$ cat config.mk
export PLATFORM = sky130hd
export DESIGN_NAME = sps_top
export DESIGN_NICKNAME = d
export VERILOG_FILES = /design/src/common/sps_pkg.sv /design/src/core/sps_top.sv /design/src/core/sps_sync.sv
export VERILOG_INCLUDE_DIRS = /design/src /design/src/common
export SDC_FILE = /design/constraint.sdc
export NUM_CORES = 1
export LEC_CHECK = 0
export BUFFER_PORTS_ARGS = -buffer_cell sky130_fd_sc_hd__buf_2
export CORE_ASPECT_RATIO = 1.4
export CORE_MARGIN = 2
export CORE_UTILIZATION = 53
export CTS_CLUSTER_DIAMETER = 100
export DETAILED_ROUTE_END_ITERATION = 8
export PLACE_DENSITY = 0.95
export RECOVER_POWER = 100
export SYNTH_ARGS = -nofsm -noshare
export SYNTH_HDL_FRONTEND = slang
export SYNTH_SLANG_ARGS = --single-unit
export TNS_END_PERCENT = 5
$ cat constraint.sdc
create_clock -name pclk -period 3.1 [get_ports pclk]
set_input_delay 0.155 -clock pclk [delete_from_list [all_inputs] [get_ports pclk]]
set_output_delay 0.155 -clock pclk [all_outputs]
set_load 0.05 [all_outputs]
$ cat src/common/sps_cfg.svh
// Constants of the stepper phase sequencer: offsets, fields, reset values, timing
// What this block does
// - Each step clock rise advances exactly one step while enabled and not cleared
// - Direction and mode sampled at step rise
// - Mode low full-step, high half-step
// - Direction low forward, high reverse
// - Clear low resets sequence, windings off
// - Reset starts at winding1_fwd plus winding2_rev
// - Enable low forces all windings off
// - Enable low keeps position; resumes same step
`ifndef SPS_CFG_SVH
`define SPS_CFG_SVH

// ----------------------------------------------------------------------
// Register map (byte addresses)
// ----------------------------------------------------------------------
`define SPS_ADDR_W 12
`define SPS_CTRL_OFS 12'h000
`define SPS_STATUS_OFS 12'h004
`define SPS_COUNT_OFS 12'h008

// CTRL fields
`define SPS_CTRL_EN_BIT 0
`define SPS_CTRL_CLR_BIT 1
`define SPS_CTRL_EN_RST 1'b1
`define SPS_CTRL_CLR_RST 1'b0

// STATUS fields
`define SPS_ST_POS_LSB 0
`define SPS_ST_MODE_BIT 3
`define SPS_ST_DIR_BIT 4
`define SPS_ST_WIN_LSB 5
`define SPS_ST_CLR_BIT 9
`define SPS_ST_EN_BIT 10

// ----------------------------------------------------------------------
// Phase patterns {winding1_fwd, winding2_fwd, winding1_rev, winding2_rev}
// ----------------------------------------------------------------------
`define SPS_PH0 4'h9
`define SPS_PH1 4'h8
`define SPS_PH2 4'hc
`define SPS_PH3 4'h4
`define SPS_PH4 4'h6
`define SPS_PH5 4'h2
`define SPS_PH6 4'h3
`define SPS_PH7 4'h1
`define SPS_WIN_OFF 4'h0
`define SPS_POS_RST 3'h0

// ----------------------------------------------------------------------
// Timing of the far side
// ----------------------------------------------------------------------
`define SPS_CLK_MHZ 250
`define SPS_STEP_MAX_KHZ 50
`define SPS_CLEAR_MIN_NS 10000
`define SPS_DIR_HOLD_NS 6250
`define SPS_MODE_HOLD_NS 5000
`define SPS_STEP_WIDTH_NS 10000
`define SPS_STEP_WIDTH_CYC ((`SPS_STEP_WIDTH_NS * `SPS_CLK_MHZ + 999) / 1000)
`define SPS_MODE_HOLD_CYC ((`SPS_MODE_HOLD_NS * `SPS_CLK_MHZ + 999) / 1000)

`endif

$ cat src/common/sps_pkg.sv
// Types of the stepper phase sequencer
package sps_pkg;

    typedef logic [2:0] sps_pos_t;
    typedef logic [3:0] sps_win_t;

    typedef struct packed {
        logic step_prev;
        sps_pos_t pos;
        logic mode_q;
        logic dir_q;
        sps_win_t win;
        logic soft_en;
        logic soft_clr;
        logic [15:0] count;
        logic [31:0] prdata;
        logic pready;
        logic pslverr;
    } sps_state_t;

endpackage

$ cat src/core/sps_top.sv
// Stepper phase sequencer with APB control and status
`timescale 1ns/1ps
`default_nettype none
`include "sps_cfg.svh"

module sps_top
    import sps_pkg::*;
(
    input wire logic pclk,                   // System clock, 250 MHz
    input wire logic presetn,                // Asynchronous reset, active low
    input wire logic psel,                   // APB select
    input wire logic penable,                // APB access phase
    input wire logic pwrite,                 // APB write
    input wire logic [`SPS_ADDR_W-1:0] paddr, // APB byte address
    input wire logic [31:0] pwdata,          // APB write data
    input wire logic [3:0] pstrb,            // APB byte strobes
    output logic [31:0] prdata,              // APB read data
    output logic pready,                     // APB ready
    output logic pslverr,                    // APB error on unmapped address
    input wire logic step_clock,             // Step clock pin
    input wire logic excitation_mode,        // Mode pin, high half-step
    input wire logic direction_select,       // Direction pin, high reverse
    input wire logic sequencer_clear_n,      // Clear pin, active low
    input wire logic output_enable,          // Enable pin, active high
    output logic winding1_fwd,               // Winding 1 forward gate
    output logic winding2_fwd,               // Winding 2 forward gate
    output logic winding1_rev,               // Winding 1 reverse gate
    output logic winding2_rev                // Winding 2 reverse gate
);

    // ----------------------------------------------------------------------
    // Functions
    // ----------------------------------------------------------------------
    function automatic sps_win_t sps_phase(input sps_pos_t p);
        case (p)
            3'h0: sps_phase = `SPS_PH0;
            3'h1: sps_phase = `SPS_PH1;
            3'h2: sps_phase = `SPS_PH2;
            3'h3: sps_phase = `SPS_PH3;
            3'h4: sps_phase = `SPS_PH4;
            3'h5: sps_phase = `SPS_PH5;
            3'h6: sps_phase = `SPS_PH6;
            default: sps_phase = `SPS_PH7;
        endcase
    endfunction

    // Full step jumps two positions; from an odd position it lands on the next even one
    function automatic sps_pos_t sps_advance(input sps_pos_t p, input logic half,
                                             input logic rev);
        sps_pos_t delta;
        delta = (half || p[0]) ? 3'h1 : 3'h2;
        if (rev) begin
            sps_advance = p - delta;
        end else begin
            sps_advance = p + delta;
        end
    endfunction

    // ----------------------------------------------------------------------
    // Pin synchronisation
    // ----------------------------------------------------------------------
    logic [4:0] pins_s;
    logic step_s;
    logic mode_s;
    logic dir_s;
    logic clear_n_s;
    logic enable_s;

    sps_sync #(
        .WIDTH(5)
    ) u_sync (
        .clk(pclk),
        .rst_n(presetn),
        .d({step_clock, excitation_mode, direction_select, sequencer_clear_n,
            output_enable}),
        .q(pins_s)
    );

    assign {step_s, mode_s, dir_s, clear_n_s, enable_s} = pins_s;

    // ----------------------------------------------------------------------
    // Next state
    // ----------------------------------------------------------------------
    sps_state_t state_reg;
    sps_state_t state_next;
    logic step_rise;
    logic clear_act;
    logic enable_eff;
    logic setup;
    logic wr_access;
    logic [`SPS_ADDR_W-1:0] addr_word;

    assign step_rise = step_s && !state_reg.step_prev;
    assign clear_act = !clear_n_s || state_reg.soft_clr;
    assign enable_eff = enable_s && state_reg.soft_en;
    assign setup = psel && !penable;
    assign wr_access = psel && penable && pready && pwrite;
    assign addr_word = {paddr[`SPS_ADDR_W-1:2], 2'b00};

    always_comb begin
        state_next = state_reg;
        state_next.step_prev = step_s;
        if (clear_act) begin
            state_next.pos = `SPS_POS_RST;
        end else if (step_rise && enable_eff) begin
            state_next.mode_q = mode_s;
            state_next.dir_q = dir_s;
            state_next.pos = sps_advance(state_reg.pos, mode_s, dir_s);
            state_next.count = state_reg.count + 16'h0001;
        end
        if (clear_act || !enable_eff) begin
            state_next.win = `SPS_WIN_OFF;
        end else begin
            state_next.win = sps_phase(state_next.pos);
        end

        // Zero-wait APB: data fetched in setup, answered in the access cycle
        state_next.pready = setup;
        if (setup) begin
            state_next.pslverr = 1'b0;
            state_next.prdata = 32'h0000_0000;
            case (addr_word)
                `SPS_CTRL_OFS: begin
                    state_next.prdata[`SPS_CTRL_EN_BIT] = state_reg.soft_en;
                    state_next.prdata[`SPS_CTRL_CLR_BIT] = state_reg.soft_clr;
                end
                `SPS_STATUS_OFS: begin
                    state_next.prdata[`SPS_ST_POS_LSB +: 3] = state_reg.pos;
                    state_next.prdata[`SPS_ST_MODE_BIT] = state_reg.mode_q;
                    state_next.prdata[`SPS_ST_DIR_BIT] = state_reg.dir_q;
                    state_next.prdata[`SPS_ST_WIN_LSB +: 4] = state_reg.win;
                    state_next.prdata[`SPS_ST_CLR_BIT] = clear_act;
                    state_next.prdata[`SPS_ST_EN_BIT] = enable_eff;
                end
                `SPS_COUNT_OFS: begin
                    state_next.prdata[15:0] = state_reg.count;
                end
                default: begin
                    state_next.pslverr = 1'b1;
                end
            endcase
        end else begin
            state_next.pslverr = 1'b0;
        end
        if (wr_access && pstrb[0] && addr_word == `SPS_CTRL_OFS) begin
            state_next.soft_en = pwdata[`SPS_CTRL_EN_BIT];
            state_next.soft_clr = pwdata[`SPS_CTRL_CLR_BIT];
        end
    end

    // ----------------------------------------------------------------------
    // State register
    // ----------------------------------------------------------------------
    always_ff @(posedge pclk or negedge presetn) begin
        if (!presetn) begin
            state_reg.step_prev <= 1'b0;
            state_reg.pos <= `SPS_POS_RST;
            state_reg.mode_q <= 1'b0;
            state_reg.dir_q <= 1'b0;
            state_reg.win <= `SPS_WIN_OFF;
            state_reg.soft_en <= `SPS_CTRL_EN_RST;
            state_reg.soft_clr <= `SPS_CTRL_CLR_RST;
            state_reg.count <= 16'h0000;
            state_reg.prdata <= 32'h0000_0000;
            state_reg.pready <= 1'b0;
            state_reg.pslverr <= 1'b0;
        end else begin
            state_reg <= state_next;
        end
    end

    assign {winding1_fwd, winding2_fwd, winding1_rev, winding2_rev} = state_reg.win;
    assign prdata = state_reg.prdata;
    assign pready = state_reg.pready;
    assign pslverr = state_reg.pslverr;

    logic run;
    assign run = step_rise && enable_eff && !clear_act;
endmodule

`default_nettype wire

$ cat src/core/sps_sync.sv
// Two-stage synchroniser for a group of pin inputs
`timescale 1ns/1ps
`default_nettype none

module sps_sync #(
    parameter int WIDTH = 5
) (
    input wire logic clk,               // Sampling clock
    input wire logic rst_n,             // Asynchronous reset, active low
    input wire logic [WIDTH-1:0] d,     // Asynchronous pin levels
    output logic [WIDTH-1:0] q          // Synchronised levels
);

    logic [WIDTH-1:0] meta_reg;

    always_ff @(posedge clk or negedge rst_n) begin
        if (!rst_n) begin
            meta_reg <= '0;
            q <= '0;
        end else begin
            meta_reg <= d;
            q <= meta_reg;
        end
    end

endmodule

`default_nettype wire

==> run metrics, run 1 <==
result of the run=finished with violations; violations in the final reports=max-capacitance violations, max-slew violations; final-report max-slew violation count=43; Final Hold Vio Count=0; period utilisation layout=75.0%; global-route congestion overflow total=0; post-route antenna net violation count=0; setup repair after global routing missed its margin=no; average cell area after synthesis=11.3 um2; part of the Yosys area used for sequential elements=52.7%; average routed wire per standard cell=13.6 um; cell-by-cell listing of the critical path=nor2b_1 > inv_1 > fa_1 > xnor2_1 > nor2_1 > xnor2_1 > mux2_1; via count normalized by instance count=5.24; number of antenna cells inserted=0; Pre-antenna DRT Iters=4; final net count=331; Max IR drop VDD=236 uV; total detailed-routing wirelength=4580 um; Chip Width=63.9 um; H-Tree Level Count=2; class of the tightest hold or removal check=in2reg; post-route insts no fill=336; Min Clock Period, post-route=2.33 ns; setup_tns=0 ns; Post-Syn Area=2660 um2; most frequent cells in the layout=55 x dfrtp_1, 30 x nand2_1, 25 x clkbuf_1; most common library cell in the layout ignoring fill and taps=dfrtp_1; weighted congestion at the end of routability-driven global placement=0.793; number of sinks handled by clock tree synthesis=56; flip-flop count of the largest register after layout=24; post-synth top area share=51.7%; Overall Power=1.25 mW; CTS hold repair buffers=5; clock-pin slew reported for the worst setup and hold paths after clock tree synthesis=0.09 ns; area added between synthesis and finish=5.17%; most area-hungry cell type in the Yosys netlist=dfrtp_1; global-route wire length before repair=7790 um; post-synthesis sequential element count=56; clock network latency to the later pin of the worst-skew pair=0.32 ns; number of rows created at floorplan=30; vias post-DR=1,761; initial cell density of the core=55.0%; Synth cell types=38; buffers inserted by post-CTS timing repair=0; CTS root buffer=clkbuf_8; quantity of I/O buffers inserted on ports=44; CP max stage delay=0.46 ns; Setup Viol. Count Final=0; top cells by area in the synthesized netlist=dfrtp_1 52%, buf_4 9.0%, nand2_1 4.2%, xnor2_1 3.9%, o31ai_1 3.1%; detailed-route DRC error count=0; DP Cell Count=323; Max Clk Rate=430 MHz; worst-path fanout max=6; number of maximum-capacitance violations=1; Total GRT Usage=18.0%; element type at the critical path end=flip-flop; final worst clock skew=0.00998 ns; clk buf depth=2; power per unit of standard cell area=448 nW/um2; core utilization of the finished layout=57.8%; Critical Path Slowest Stage Cell=dfrtp_1; maximum number of pins on one net before global-route repair=43; # IOs=96; detailed router's first-iteration violation count=86; total clock buffers created by CTS=5; total half-perimeter wirelength after legalization and detailed placement=3500 um; most common cell type on the critical path=xnor2_1; Die Area=5610 um2; cell leakage power=1.30 nW; data arrival time at the worst-slack endpoint=2.53 ns; number of instances resized during post-cts repair=0; normalized max-slew margin=-47.0%; actual slew at the worst max-slew pin=2.20 ns; CP Data Required Time=3.30 ns; worst setup path category=reg2reg; antenna violations before repair=0; total core area=4840 um2; Worst setup SP type=flip-flop; Mapped Cells=236; total number of yosys warnings=0; via count of the first global-routing pass=1,698; slack of the worst reg-to-reg path=0.77 ns; fraction of layout cells with a size suffix above 1=12.1%; overall die height=87.8 um; CTS tree=done
[worst paths after layout]
kind                                  to                from  cells after the start
max                         winding2_fwd       state_reg[58]                      7
min                        state_reg[50]           pwdata[1]                      2
max reg2reg                 winding2_fwd       state_reg[58]                      7
min reg2reg                  u_sync.q[1]  u_sync.meta_reg[1]                      0
max in group asynchronous    u_sync.q[0]             presetn                      1
min in group asynchronous   winding1_rev             presetn                      1
[synthesized netlist by cell type (all sizes together)]
| cell type | n |
|---|---|
| o31ai | 11 |
| or3 | 2 |
| nor2b | 3 |
| nor4 | 5 |
| dfrtp | 55 |
| nand2b | 3 |
| nand4 | 5 |
| a21oi | 5 |
| o2111a | 1 |
| mux2 | 7 |
| o21a | 1 |
| dfstp | 1 |
| a32oi | 1 |
| nand2 | 30 |
| and4 | 1 |
| conb | 1 |
| clkbuf | 5 |
| ha | 1 |
| buf | 33 |
| and3 | 2 |
| xor2 | 5 |
| a22oi | 8 |
| nor2 | 10 |
| nand4b | 3 |
| nor3 | 3 |
| fa | 1 |
| o21ai | 7 |
| nand3 | 5 |
| inv | 3 |
| xnor2 | 12 |
| mux2i | 5 |
| nand3b | 1 |
[worst max-delay path, delay by kind of cell (launching register included)]
family / cells / cell delay [ns]
mux: 1 / 0.37
xor+xnor: 2 / 0.58
fa+ha+maj: 1 / 0.38
simple gates: 2 / 0.33
flops: 1 / 0.46
buf+inv: 1 / 0.10
[per-stage QoR]
step	worst slack, ns	area [um2]	hold WS [ns]
final	0.774	2800	0.0639
after global routing	0.603	2800	0.0613
after CTS	0.762	2910	0.000643
after detailed placement	0.815	2770	0.264
after global placement	0.873	2770	0.263
after floorplan	1.07	2720	-0.141
[logic make-up after synthesis]
family                   synth area share [%]
XOR/XNOR                                 5.59
AO/OA/AOI/OAI                            8.65
buffers and inverters                    10.3
other                                   0.141
flip-flops                               52.7
AND/OR/NAND/NOR                          16.5
adder cells (fa/ha/maj)                  1.22
multiplexers                             4.84
[routing by layer]
| metal | global-route usage [%] | wire [um] | share of wire [%] |
|---|---|---|---|
| met4 | 7.11 | 79 | 1.7 |
| met1 | 20.0 | 1830 | 40 |
| met5 | 0 | 0 | 0 |
| met2 | 33.7 | 2470 | 54 |
| met3 | 3.08 | 212 | 4.6 |
[cell type report]
type	count	area, um2
clock buffer	5	68.8
clock inverter	3	22.5
fill	406	2040
inverter	3	11.3
multi-input combinational	154	965
sequential	56	1400
tap	64	80.1
timing repair buffer	51	249
[where the power goes]
group          internal [mW]  leakage, nW  switching (mW)  total [mW]
combinational         0.0230        0.500          0.0868       0.110
sequential             0.739        0.752         0.00465       0.743
clock                  0.162       0.0485           0.238       0.400
total                  0.924         1.30           0.329        1.25
No activity file was read; power rests on OpenSTA's default activity.
==> inputs of run 2 (changes only) <==
--- a/config.mk
+++ b/config.mk
@@ -9,10 +9,10 @@
 export BUFFER_PORTS_ARGS = -buffer_cell sky130_fd_sc_hd__buf_2
 export CORE_ASPECT_RATIO = 1.4
 export CORE_MARGIN = 2
-export CORE_UTILIZATION = 53
+export CORE_UTILIZATION = 49
 export CTS_CLUSTER_DIAMETER = 100
 export DETAILED_ROUTE_END_ITERATION = 8
-export PLACE_DENSITY = 0.95
+export PLACE_DENSITY = 0.89
 export RECOVER_POWER = 100
 export SYNTH_ARGS = -nofsm -noshare
 export SYNTH_HDL_FRONTEND = slang
==> constraint.sdc (replaced) <==
create_clock -name pclk -period 2.25 [get_ports pclk]
set_input_delay 0.1125 -clock pclk [delete_from_list [all_inputs] [get_ports pclk]]
set_output_delay 0.1125 -clock pclk [all_outputs]
set_load 0.05 [all_outputs]
==> run 2 against run 1 <==
Net effect:
- the run now ends clean
- sequential power rose by 39%
- setup slack got worse by 0.58 ns
- clock skew barely moved
- final area rose by 2.5%
- critical path depth fell by 1
- combinational power rose by 43%
- sequential share of layout area fell by 1.2 points
- routed wire length rose by 3.4%
- sequential cell count did not move
- non-clock buffer count rose by 4
- final cell count rose by 1.8%
- critical endpoint unchanged
- largest cell class unchanged
==> run metrics, run 2 (same netlist as run 1, synthesis figures left out) <==
CTS tree=done; Worst setup SP type=flip-flop; share of total power in sequential cells=59.1% (-0.2 points); Max IR drop VDD=290 uV (+23%); final net count=335 (+1.2%); period utilisation layout=91.3% (+16 points); final worst clock skew=0.0103 ns (+0.000334 ns); critical path startpoint=state_reg[58]; CP Data Required Time=2.44 ns (-0.86 ns); element type at the critical path end=flip-flop; actual slew at the worst max-slew pin=1.35 ns (-0.855 ns); most common library cell in the layout ignoring fill and taps=dfrtp_1; normalized max-slew margin=10.1% (+57 points); worst-path fanout max=6 (unchanged); antenna violations before repair=0 (unchanged); area added between synthesis and finish=7.76%; total clock buffers created by CTS=5 (unchanged); quantity of I/O buffers inserted on ports=44 (unchanged); # IOs=96 (unchanged); class of the tightest hold or removal check=in2reg; Hold Slack=0.0330 ns (-0.0309 ns); global-route wire length before repair=7740 um (-0.63%); total half-perimeter wirelength after legalization and detailed placement=3550 um (+1.4%); clk buf depth=2 (unchanged); power per unit of standard cell area=605 nW/um2 (+35%); RR Startpoint=state_reg[58]; detailed-route DRC error count=0 (unchanged); Internal Pwr Total=1.30 mW (+41%); Max Clk Rate=487 MHz (+13%); initial cell density of the core=51.2% (-3.8 points); fraction of layout cells with a size suffix above 1=14.5% (+2.4 points); via count normalized by instance count=5.20 (-0.69%); net switching power of the design=0.431 mW (+31%); worst setup path category=reg2reg; flip-flop count of the largest register after layout=24 (unchanged); total of fill cells in the finished design=460 (+13%); global-route congestion overflow total=0 (unchanged); final-report max-slew violation count=0 (-100%); number of rows created at floorplan=31 (+3.3%); number of antenna cells inserted=0 (unchanged); area occupied by registers=1400 um2 (unchanged); cell leakage power=1.35 nW (+3.6%); clock network latency to the later pin of the worst-skew pair=0.31 ns (about the same); overall die height=91.2 um (+3.8%); weighted congestion at the end of routability-driven global placement=0.796 (+0.42%); clock-pin slew reported for the worst setup and hold paths after clock tree synthesis=0.09 ns (about the same); average routed wire per standard cell=13.9 um (+1.6%); setup_tns=0 ns (unchanged); Chip Width=66.3 um (+3.7%); result of the run=finished clean; via count of the first global-routing pass=1,710 (+0.71%); total detailed-routing wirelength=4740 um (+3.4%); total core area=5200 um2 (+7.3%); combinational fraction of design power=9.1% (+0.3 points); setup repair after global routing missed its margin=no; maximum number of pins on one net before global-route repair=57 (+33%); number of sinks handled by clock tree synthesis=56 (unchanged); number of maximum-capacitance violations=0 (-1); Setup Viol. Count Final=0 (unchanged); post-route antenna net violation count=0 (unchanged); part of the total power dissipated in the clock network=31.9% (about the same); H-Tree Level Count=2 (unchanged); Pre-antenna DRT Iters=4 (unchanged); hold path start=pwdata[0]; Final Hold Vio Count=0 (unchanged); multi-input logic area=993 um2 (+3.0%); CTS root buffer=clkbuf_8; vias post-DR=1,780 (+1.1%); detailed router's first-iteration violation count=220 (+160%); Total GRT Usage=16.7% (-1.3 points); data arrival time at the worst-slack endpoint=2.24 ns (-0.29 ns); buffers inserted by post-CTS timing repair=0 (unchanged); Die Area=6050 um2 (+7.7%); Min Clock Period, post-route=2.05 ns (-0.273 ns); most frequent cells in the layout=55 x dfrtp_1, 30 x nand2_1, 24 x clkbuf_1; net switching share of the total power=24.8% (-1.5 points)
run 2: stage by stage:
step / power [mW] / utilization, % / setup slack [ns] / area [um2] / std cells
floorplan: 1.16 / - / 0.218 / 2720 / 251
global placement: 1.20 / 54.0 / 0.137 / 2810 / 328
detailed placement: 1.20 / 54.0 / 0.115 / 2810 / 328
CTS: 1.76 / 57.0 / 0.0986 / 2960 / 342
global route: 1.81 / 55.2 / 0.0608 / 2870 / 342
finish: 1.73 / 55.2 / 0.197 / 2870 / 342
run 2: worst max-delay path, cell delays in order (launching register included):
cell     delay (ns)
dfrtp_1        0.45
o21a_1         0.21
fa_1           0.40
xnor2_1        0.21
nor2_1         0.10
xnor2_2        0.22
mux2_1         0.35
run 2: worst paths after layout:
path	end	slack, ns	cells after the start
max	winding2_fwd	0.20	6
min	state_reg[51]	0.03	2
max reg2reg	winding2_fwd	0.20	6
min reg2reg	u_sync.q[1]	0.36	0
max in group asynchronous	state_reg[50]	0.72	3
min in group asynchronous	winding2_rev	0.73	3
run 2: what timing repair did:
action / CTS / global route
endpoints found under the hold margin: 60 / 0
setup endpoints to repair: 0 / 2
gates resized for setup: 0 / 1
hold buffers: 6 / 0
run 2: layout make-up:
class | instances | area share, %
clock buffers | 7 | 3.01
clock inverters | 1 | 0.262
inverters | 3 | 0.393
multi-input cells | 154 | 34.6
flip-flops and latches | 56 | 48.9
well taps | 66 | 2.88
repair buffers | 55 | 9.90
run 2: routing by layer:
layer / routed length [um] / GRT usage (%) / vias to the layer above
met5: 0 / 0 / -
met4: 71 / 6.29 / 0
met3: 219 / 3.97 / 6
met2: 2570 / 29.8 / 58
met1: 1880 / 18.6 / 865
li1: - / - / 851
run 2: power groups by stage:
| stage | Sequential, mW | Clock (mW) | Combinational [mW] |
|---|---|---|---|
| after detailed placement | 1.05 | 0 | 0.157 |
| after global placement | 1.04 | 0 | 0.154 |
| after floorplan | 1.05 | 0 | 0.114 |
| after CTS | 1.03 | 0.566 | 0.165 |
| after global routing | 1.03 | 0.618 | 0.170 |
| final | 1.03 | 0.553 | 0.157 |
==> inputs of run 3 (changes only) <==
==> constraint.sdc (replaced) <==
create_clock -name pclk -period 1.95 [get_ports pclk]
set_input_delay 0.0975 -clock pclk [delete_from_list [all_inputs] [get_ports pclk]]
set_output_delay 0.0975 -clock pclk [all_outputs]
set_load 0.05 [all_outputs]
==> run 3 against run 2 <==
Net effect:
- the flow now finishes with violations (negative setup slack)
- clock power increased by 14%
- sequential share of layout area decreased by 2.7 points
- first-iteration DRC count decreased by 31%
- combinational power increased by 34%
- final area increased by 5.9%
- highest routed layer unchanged
==> run metrics, run 3 (same netlist as run 1, synthesis figures left out) <==
final-report max-slew violation count=0 (unchanged); maximum number of pins on one net before global-route repair=30 (-47%); number of sinks handled by clock tree synthesis=56 (unchanged); flip-flop count of the largest register after layout=24 (unchanged); vias post-DR=1,824 (+2.5%); depth of the most critical reg-to-reg path=7 (+1); via count normalized by instance count=5.18 (-0.44%); detailed router's first-iteration violation count=151 (-31%); overall die height=91.2 um (unchanged); via count of the first global-routing pass=1,778 (+4.0%); Worst setup SP type=flip-flop; final worst clock skew=0.00467 ns (-0.00564 ns); Setup Viol. Count Final=1 (+1); class of the tightest hold or removal check=in2reg; actual slew at the worst max-slew pin=0.697 ns (-0.653 ns); total of fill cells in the finished design=449 (-2.4%); number of rows created at floorplan=31 (unchanged); total half-perimeter wirelength after legalization and detailed placement=3590 um (+1.3%); total detailed-routing wirelength=4860 um (+2.6%); # IOs=96 (unchanged); slack of the worst reg-to-reg path=-0.02 ns (-0.22 ns); depth of the worst hold-timing path=2 (unchanged); Max Clk Rate=506 MHz (+4.0%); Chip Width=66.3 um (unchanged); global-route wire length before repair=8020 um (+3.7%); hold path start=pwdata[1]; number of maximum-capacitance violations=0 (unchanged); violations in the final reports=negative setup slack; Min Clock Period, post-route=1.97 ns (-0.0784 ns); clock network latency to the later pin of the worst-skew pair=0.31 ns (about the same); data arrival time at the worst-slack endpoint=2.22 ns (-0.02 ns); Total GRT Usage=17.4% (+0.71 points); H-Tree Level Count=2 (unchanged); clock-pin slew reported for the worst setup and hold paths after clock tree synthesis=0.09 ns (about the same); worst setup path category=reg2reg; Overall Power=2.02 mW (+17%); detailed-route DRC error count=0 (unchanged); most frequent cells in the layout=55 x dfrtp_1, 30 x nand2_1, 24 x clkbuf_1; Max IR drop VDD=410 uV (+41%); Die Area=6050 um2 (unchanged); average routed wire per standard cell=13.8 um (-0.32%); reg-to-reg endpoint=state_reg[60]; global-route congestion overflow total=0 (unchanged); total clock buffers created by CTS=5 (unchanged); result of the run=finished with violations; cell leakage power=1.45 nW (+7.6%); core utilization of the finished layout=58.4% (+3.3 points); Hold Path End=state_reg[50]; RR Startpoint=state_reg[58]; setup repair after global routing missed its margin=yes; most common library cell in the layout ignoring fill and taps=dfrtp_1; weighted congestion at the end of routability-driven global placement=0.799 (+0.33%); CP Data Required Time=2.20 ns (-0.24 ns); Final Hold Vio Count=0 (unchanged); period utilisation layout=101% (+10 points); normalized max-slew margin=53.6% (+44 points); element type at the critical path end=flip-flop; Pre-antenna DRT Iters=4 (unchanged); number of antenna cells inserted=0 (unchanged); final net count=345 (+3.0%); CTS root buffer=clkbuf_8; final worst-path setup slack=-0.0248 ns (-0.222 ns); power per unit of standard cell area=666 nW/um2 (+10%); fraction of layout cells with a size suffix above 1=22.7% (+8.2 points); quantity of I/O buffers inserted on ports=44 (unchanged); clk buf depth=2 (unchanged); CTS tree=done; initial cell density of the core=51.2% (unchanged); area added between synthesis and finish=14.2%; post-route antenna net violation count=0 (unchanged); worst-path fanout max=3 (-3); total core area=5200 um2 (unchanged); antenna violations before repair=0 (unchanged)
run 3: report_power, final:
part | switching (mW) | total [mW] | leakage (nW) | internal [mW]
Sequential | 0.00827 | 1.18 | 0.751 | 1.17
Combinational | 0.150 | 0.211 | 0.656 | 0.0605
Clock | 0.374 | 0.630 | 0.0414 | 0.256
Total | 0.533 | 2.02 | 1.45 | 1.49
run 3: repair_timing:
action                                 CTS  global route
pin swaps                                4             5
hold buffers                             6             0
gates resized for setup                  7             6
endpoints found under the hold margin   33             0
setup buffers                            2             1
setup endpoints to repair                4             5
gates cloned                             0             0
run 3: how the worst max path moves through the flow:
stage               endpoint           from  cells after the start  slack (ns)
6_report       state_reg[60]  state_reg[58]                      7       -0.02
5_1_grt        state_reg[60]  state_reg[58]                      7       -0.10
4_1_cts         winding2_rev  state_reg[58]                      7       -0.05
3_5_place_dp    winding2_rev  state_reg[58]                      6       -0.11
3_3_place_gp    winding2_fwd  state_reg[58]                      6       -0.03
2_1_floorplan   winding2_fwd  state_reg[58]                      6        0.02
run 3: worst max-delay path: stages, from the launching register on:
cell and delay (ns):
dfrtp_1 0.42, o21a_1 0.22, fa_2 0.41, xnor2_4 0.16, buf_4 0.14, buf_4 0.12
or3_4 0.32, a21oi_2 0.11
run 3: routing by layer:
layer  global-route usage, %  share of wire [%]  up-vias
met4                    7.65                2.2        0
li1                        -                  -      867
met3                    3.72                4.3        9
met1                    20.4                 41      898
met2                    29.8                 53       50
met5                       0                  0        -
run 3: layout make-up:
type / count / area, um2 / share of cell area (%)
flip-flops and latches: 56 / 1400 / 46.2
multi-input cells: 154 / 1090 / 36.0
repair buffers: 65 / 359 / 11.8
well taps: 66 / 82.6 / 2.72
clock buffers: 6 / 72.6 / 2.39
clock inverters: 2 / 16.3 / 0.535
inverters: 3 / 11.3 / 0.371
run 3: through the flow:
| stage | cell area, um2 | setup WS, ns | hold slack, ns | TNS (ns) | cells |
|---|---|---|---|---|---|
| final | 3040 | -0.0248 | 0.0113 | -0.0248 | 352 |
| after global routing | 3040 | -0.101 | 0.00356 | -0.354 | 352 |
| after CTS | 3060 | -0.0545 | 0.0107 | -0.112 | 351 |
| after detailed placement | 2870 | -0.113 | 0.171 | -0.322 | 335 |
| after global placement | 2870 | -0.0282 | 0.150 | -0.0551 | 335 |
| after floorplan | 2730 | 0.0195 | -0.198 | 0 | 251 |
